**config.mk**
```make
export PLATFORM = sky130hd
export DESIGN_NAME = ptt_timer
export DESIGN_NICKNAME = d
export VERILOG_FILES = /design/src/verilog/ptt_pkg.sv /design/src/verilog/ptt_timer.sv
export SDC_FILE = /design/constraint.sdc
export NUM_CORES = 1
export LEC_CHECK = 0
export ABC_AREA = 0
export BUFFER_PORTS_ARGS = -buffer_cell sky130_fd_sc_hd__buf_4
export CAP_MARGIN = 20
export CORE_UTILIZATION = 57
export CTS_CLUSTER_DIAMETER = 100
export CTS_CLUSTER_SIZE = 14
export DETAILED_ROUTE_END_ITERATION = 12
export PLACE_DENSITY = 0.81
export SLEW_MARGIN = 10
export SYNTH_ARGS = -nofsm -noshare
export SYNTH_HDL_FRONTEND = slang
export SYNTH_SLANG_ARGS = --single-unit
```
**constraint.sdc**
```tcl
create_clock -name aclk -period 2.35 [get_ports aclk]
set_input_delay 0.3525 -clock aclk [delete_from_list [all_inputs] [get_ports aclk]]
set_output_delay 0.3525 -clock aclk [all_outputs]
set_load 0.05 [all_outputs]
```
**src/verilog/ptt_pkg.sv**
```systemverilog
// Purpose: constants for the periodic tick timer
// Assumes: AXI4-Lite, 32-bit data, word-aligned registers
// Notes:   period register stores period minus one (24 bits)
`default_nettype none
package ptt_pkg;
   localparam int          PTT_CNT_W        = 24;
   localparam logic [7:0]  PTT_OFS_CTRL     = 8'h00;
   localparam logic [7:0]  PTT_OFS_RELOAD   = 8'h04;
   localparam logic [7:0]  PTT_OFS_CURRENT  = 8'h08;
   localparam logic [7:0]  PTT_OFS_STATUS   = 8'h0C;
   localparam int          PTT_CTRL_ENABLE  = 0;
   localparam int          PTT_CTRL_INTEN   = 1;
   localparam int          PTT_STAT_PEND    = 0;
   localparam int          PTT_STAT_WRAP    = 1;
   localparam logic [23:0] PTT_RELOAD_RESET = 24'h000000;
   localparam logic [23:0] PTT_COUNT_RESET  = 24'h000000;
   localparam logic [1:0]  PTT_RESP_OKAY    = 2'h0;
   localparam logic [1:0]  PTT_RESP_SLVERR  = 2'h2;
endpackage
`default_nettype wire

```
**src/verilog/ptt_timer.sv**
```systemverilog
// Purpose: periodic down-counter raising a tick interrupt, AXI4-Lite slave
// Assumes: single clock aclk, synchronous active-low aresetn, ce freezes state
// Notes:   write response and read data each come one cycle after acceptance
`default_nettype none
module ptt_timer
   import ptt_pkg::*;
(
   // clock, reset, enable
   input  wire logic        aclk,
   input  wire logic        aresetn,
   input  wire logic        ce,
   // axi4-lite write address
   input  wire logic [7:0]  s_axi_awaddr,
   input  wire logic        s_axi_awvalid,
   output logic             s_axi_awready,
   // axi4-lite write data
   input  wire logic [31:0] s_axi_wdata,
   input  wire logic [3:0]  s_axi_wstrb,
   input  wire logic        s_axi_wvalid,
   output logic             s_axi_wready,
   // axi4-lite write response
   output logic [1:0]       s_axi_bresp,
   output logic             s_axi_bvalid,
   input  wire logic        s_axi_bready,
   // axi4-lite read address
   input  wire logic [7:0]  s_axi_araddr,
   input  wire logic        s_axi_arvalid,
   output logic             s_axi_arready,
   // axi4-lite read data
   output logic [31:0]      s_axi_rdata,
   output logic [1:0]       s_axi_rresp,
   output logic             s_axi_rvalid,
   input  wire logic        s_axi_rready,
   // interrupt controller side
   input  wire logic        handler_entry,
   output logic             tick_irq
);

   logic                 enable;
   logic                 int_enable;
   logic [PTT_CNT_W-1:0] tick_period_value;
   logic [PTT_CNT_W-1:0] count;
   logic                 pending;
   logic                 wrap_seen;
   logic                 aw_held;
   logic [7:0]           aw_addr;
   logic                 w_held;
   logic [31:0]          w_data;
   logic [3:0]           w_strb;

   function automatic logic known_ofs(input logic [7:0] a);
      return a == PTT_OFS_CTRL || a == PTT_OFS_RELOAD ||
             a == PTT_OFS_CURRENT || a == PTT_OFS_STATUS;
   endfunction

   // write path: address and data captured independently
   wire        aw_take   = s_axi_awvalid && s_axi_awready;
   wire        w_take    = s_axi_wvalid && s_axi_wready;
   wire        aw_have   = aw_held || aw_take;
   wire        w_have    = w_held || w_take;
   wire [7:0]  wr_addr   = aw_held ? aw_addr : s_axi_awaddr;
   wire [31:0] wr_data   = w_held ? w_data : s_axi_wdata;
   wire [3:0]  wr_strb   = w_held ? w_strb : s_axi_wstrb;
   wire        wr_fire   = ce && aw_have && w_have && !s_axi_bvalid;
   wire        wr_ctrl   = wr_fire && wr_addr == PTT_OFS_CTRL && wr_strb[0];
   wire        wr_reload = wr_fire && wr_addr == PTT_OFS_RELOAD;
   wire        wr_cur    = wr_fire && wr_addr == PTT_OFS_CURRENT;
   wire        wr_stat   = wr_fire && wr_addr == PTT_OFS_STATUS && wr_strb[0];

   assign s_axi_awready = ce && !aw_held && !s_axi_bvalid;
   assign s_axi_wready  = ce && !w_held && !s_axi_bvalid;
   assign s_axi_arready = ce && !s_axi_rvalid;

   // counter datapath
   wire at_zero = count == '0;
   wire wrap    = enable && at_zero;
   wire tick    = wrap && int_enable;

   logic [PTT_CNT_W-1:0] next_count;
   always_comb begin
      next_count = count;
      if (wr_cur)
         next_count = '0;
      else if (enable) begin
         if (at_zero)
            next_count = tick_period_value;
         else
            next_count = count - 1'b1;
      end
   end

   // merged period byte write
   logic [PTT_CNT_W-1:0] next_period;
   always_comb begin
      next_period = tick_period_value;
      for (int i = 0; i < 3; i++) begin
         if (wr_strb[i])
            next_period[i*8 +: 8] = wr_data[i*8 +: 8];
      end
   end

   // read mux
   wire [31:0] rd_word =
      (s_axi_araddr == PTT_OFS_CTRL)    ? {30'h0, int_enable, enable} :
      (s_axi_araddr == PTT_OFS_RELOAD)  ? {8'h00, tick_period_value} :
      (s_axi_araddr == PTT_OFS_CURRENT) ? {8'h00, count} :
      (s_axi_araddr == PTT_OFS_STATUS)  ? {30'h0, wrap_seen, pending} : 32'h0;

   always_ff @(posedge aclk) begin
      if (!aresetn) begin
         enable            <= 1'b0;
         int_enable        <= 1'b0;
         tick_period_value <= PTT_RELOAD_RESET;
         count             <= PTT_COUNT_RESET;
         pending           <= 1'b0;
         wrap_seen         <= 1'b0;
      end else if (ce) begin
         if (wr_ctrl) begin
            enable     <= wr_data[PTT_CTRL_ENABLE];
            int_enable <= wr_data[PTT_CTRL_INTEN];
         end
         if (wr_reload)
            tick_period_value <= next_period;
         count <= next_count;
         // set wins over the handler clear
         if (tick)
            pending <= 1'b1;
         else if (handler_entry)
            pending <= 1'b0;
         if (wrap)
            wrap_seen <= 1'b1;
         else if (wr_stat && wr_data[PTT_STAT_WRAP])
            wrap_seen <= 1'b0;
      end
   end

   always_ff @(posedge aclk) begin
      if (!aresetn) begin
         aw_held      <= 1'b0;
         aw_addr      <= 8'h00;
         w_held       <= 1'b0;
         w_data       <= 32'h0;
         w_strb       <= 4'h0;
         s_axi_bvalid <= 1'b0;
         s_axi_bresp  <= PTT_RESP_OKAY;
      end else if (ce) begin
         if (wr_fire) begin
            aw_held      <= 1'b0;
            w_held       <= 1'b0;
            s_axi_bvalid <= 1'b1;
            s_axi_bresp  <= known_ofs(wr_addr) ? PTT_RESP_OKAY : PTT_RESP_SLVERR;
         end else begin
            if (aw_take) begin
               aw_held <= 1'b1;
               aw_addr <= s_axi_awaddr;
            end
            if (w_take) begin
               w_held <= 1'b1;
               w_data <= s_axi_wdata;
               w_strb <= s_axi_wstrb;
            end
            if (s_axi_bvalid && s_axi_bready)
               s_axi_bvalid <= 1'b0;
         end
      end
   end

   always_ff @(posedge aclk) begin
      if (!aresetn) begin
         s_axi_rvalid <= 1'b0;
         s_axi_rdata  <= 32'h0;
         s_axi_rresp  <= PTT_RESP_OKAY;
      end else if (ce) begin
         if (s_axi_arvalid && s_axi_arready) begin
            s_axi_rvalid <= 1'b1;
            s_axi_rdata  <= rd_word;
            s_axi_rresp  <= known_ofs(s_axi_araddr) ? PTT_RESP_OKAY : PTT_RESP_SLVERR;
         end else if (s_axi_rready)
            s_axi_rvalid <= 1'b0;
      end
   end

   assign tick_irq = pending;

endmodule
`default_nettype wire

```
==> results.cfg <==
[clock_network]
cts.path.max_buffers = 2
clk_pin_slew_ns = 0.06
cts_root_buf = clkbuf_8
numCtsBuffers = 17
clock_sinks = 117
cts_htree_levels = 4
cts_tree = done
post_cts_buffers = 0
clk_latency_ns = 0.52

[floorplan]
die_area_um2 = 11000
fp.dieH_um = 105
num_io_pins = 103
rows = 37
die_x_um = 105
initial_core_util_pct = 58.6
core_area_um2 = 10300

[worst_setup_path]
endpoint_kind = register
crit_type = reg -> reg
start_kind = register
required_ns = 2.75
cp_max_fo = 8
arrival_ns = 2.60

[cells_and_area]
fin_util_pct = 72.7
area_growth_pct = 24.0
fill_cells = 805
drive_above_1_share_pct = 22.1
n_antenna_cell = 0
design_area_um2 = 7470
nNetsFinal = 855

[synth]
syn_area_per_cell_um2 = 8.52
synth_cell_types = 66
synth_largest_area_cell = dfxtp_1
netlist_instances = 707
yosys_register_bits = 117
synth_most_common_cell = nand2_1
yosysSeqAreaShare_pct = 38.9
post_synth_instance_area_um2 = 6030
synth-edff-count = 0
synthTopCellsByArea = dfxtp_1 39%, nand2_1 8.7%, mux2i_1 6.0%
synth_commonest_cells = 139 x nand2_1, 117 x dfxtp_1, 36 x mux2i_1
synth_top_area_share_pct = 38.9
ys_async_sr_fraction_pct = 0
ys_warn_count = 0
synthFlopType = dfxtp_1

[global_routing]
grt_overflow = 0
antenna_found_initial = 0
grt_util_all_layers_pct = 32.4
grt_max_degree = 51
grt_pass1_wl_mm = 27.8
grt_pass1_vias = 5503

[pwr]
powerDensity_nw_per_um2 = 732
p_int_uw = 4090
peakVddDrop_uv = 462
switching_share_pct = 25.2
combPwrFrac_pct = 12.4
finalPower_uw = 5470
p_sw_uw = 1380
p_clk_share_pct = 49.9
leakage_uw = 0.00315
p_seq_share_pct = 37.6

[placement]
placed_cell_area_um2 = 6840
place_hpwl_mm = 11.9
io_buffers = 83
place.gp.congestion = 0.987
dp_slack_ns = -0.00929

[route]
routedWlPerCell_um = 18.1
drtIter0Drc = 447
vias = 5736
drc = 0
routed_wl_mm = 17.1
vias_per_cell = 6.10
antenna_left = 0
first_pass_iters = 7

[sta]
period_minus_slack_ns = 2.20
slew_violations = 0
tightest_slew_ns = 0.739
period_share_pct = 93.6
finalSetupTns_ns = 0
hold_violations = 0
skew_ns = 0.00755
setup-violations-final = 0
fmax_ghz = 0.455
setup_slack_ns = 0.151
rsz0062_at_grt = false
slew_headroom_pct = 50.7

[status]
status = finished, final reports clean

[min_path]
hold_path_class = in -> reg

[flow_run]
max_cap_violations = 0
==> worst max-delay path: stages (launching register included) <==
cell and delay [ns]:
dfxtp_1 0.40, nor4_4 0.52, buf_4 0.23, nand3_1 0.13, or2_0 0.42, a32oi_1 0.28, a31oi_1 0.10
==> flip-flops by register name, summed over array words and instances, names as in the netlist <==
| signal | flops |
|---|---|
| aw_addr | 8 |
| w_data | 24 |
| s_axi_rresp | 1 |
| wrap_seen | 1 |
| s_axi_bresp | 1 |
| enable | 1 |
| s_axi_bvalid | 1 |
| tick_irq | 1 |
| aw_held | 1 |
| s_axi_rvalid | 1 |
| tick_period_value | 24 |
| count | 24 |
| s_axi_rdata | 24 |
| int_enable | 1 |
| w_held | 1 |
| w_strb | 3 |
==> kinds of logic (layout without fill, tap and decap cells) <==
group           after synthesis  after routing  synth area share, %
compound gates              177            177                 21.9
fa+ha+maj                     2              2                0.415
mux                          42             42                 7.48
flops                       117            117                 38.9
xor+xnor                      1              1                0.145
simple gates                295            295                 25.5
buf+inv                      72            161                 5.56
other cells                   1             10               0.0622
==> area by class of cell <==
type,instances,area (um2),share of cell area [%]
multi-input combinational,527,3400,45.5
sequential,117,2340,31.3
timing repair buffer,118,886,11.9
clock buffer,21,459,6.14
clock inverter,11,171,2.29
tap,136,170,2.28
inverter,11,41.3,0.552
==> path summary, 6_finish.rpt <==
kind / from / end / slack, ns / cells past startpoint
worst max-delay path: count[7] / count[5] / 0.15 / 6
worst min-delay path: s_axi_wdata[23] / w_data[23] / 0.10 / 3
worst max register to register: count[7] / count[5] / 0.15 / 6
worst min register to register: w_data[3] / w_data[3] / 0.46 / 2
==> per-stage QoR <==
step | cells | hold slack (ns)
after floorplan | 716 | 0.440
after global placement | 909 | 0.447
after detailed placement | 909 | 0.457
after CTS | 941 | 0.0901
after global routing | 941 | 0.0945
final | 941 | 0.102
==> cells in the final DEF (no fill, tap or decap), types with 4 or more instances in the layout <==
| cell type | n |
|---|---|
| o22ai_1 | 4 |
| nor2_1 | 19 |
| or3_1 | 8 |
| nor3b_1 | 4 |
| mux2_2 | 4 |
| bufinv_16 | 4 |
| clkbuf_16 | 16 |
| inv_1 | 11 |
| clkbuf_8 | 4 |
| nor3_1 | 14 |
| nand4_1 | 8 |
| a21oi_1 | 15 |
| and2_1 | 29 |
| nor4_1 | 8 |
| a31oi_1 | 16 |
| mux2i_1 | 36 |
| nor2b_1 | 17 |
| nand2_1 | 139 |
| dfxtp_1 | 117 |
| nand3_1 | 18 |
| o211a_1 | 23 |
| a21boi_0 | 31 |
| a211oi_1 | 4 |
| buf_4 | 118 |
| a22oi_1 | 26 |
| o21ai_0 | 31 |
| conb_1 | 10 |
==> layer usage <==
layer	global-route usage, %	part of all wire, %	wire length [um]	vias up
li1	-	-	-	2713
met1	39.4	41	7070	2750
met2	54.5	49	8320	239
met3	8.36	7.6	1300	34
met4	13.4	2.3	386	0
met5	0	0	0	-
==> power groups by stage <==
stage | Combinational, uW | Clock [uW] | Sequential [uW]
2_1_floorplan | 420 | 0 | 2110
3_3_place_gp | 654 | 0 | 2100
3_5_place_dp | 665 | 0 | 2100
4_1_cts | 671 | 2750 | 2060
5_1_grt | 734 | 2840 | 2060
6_report | 680 | 2730 | 2060
==> repair_timing <==
| item | 4_1_cts | 5_1_grt |
|---|---|---|
| resized for setup | 0 | 1 |
| hold buffers | 0 | 0 |
| endpoints found under the setup margin | 0 | 27 |
Note: power is estimated with default switching activity, not from simulation.
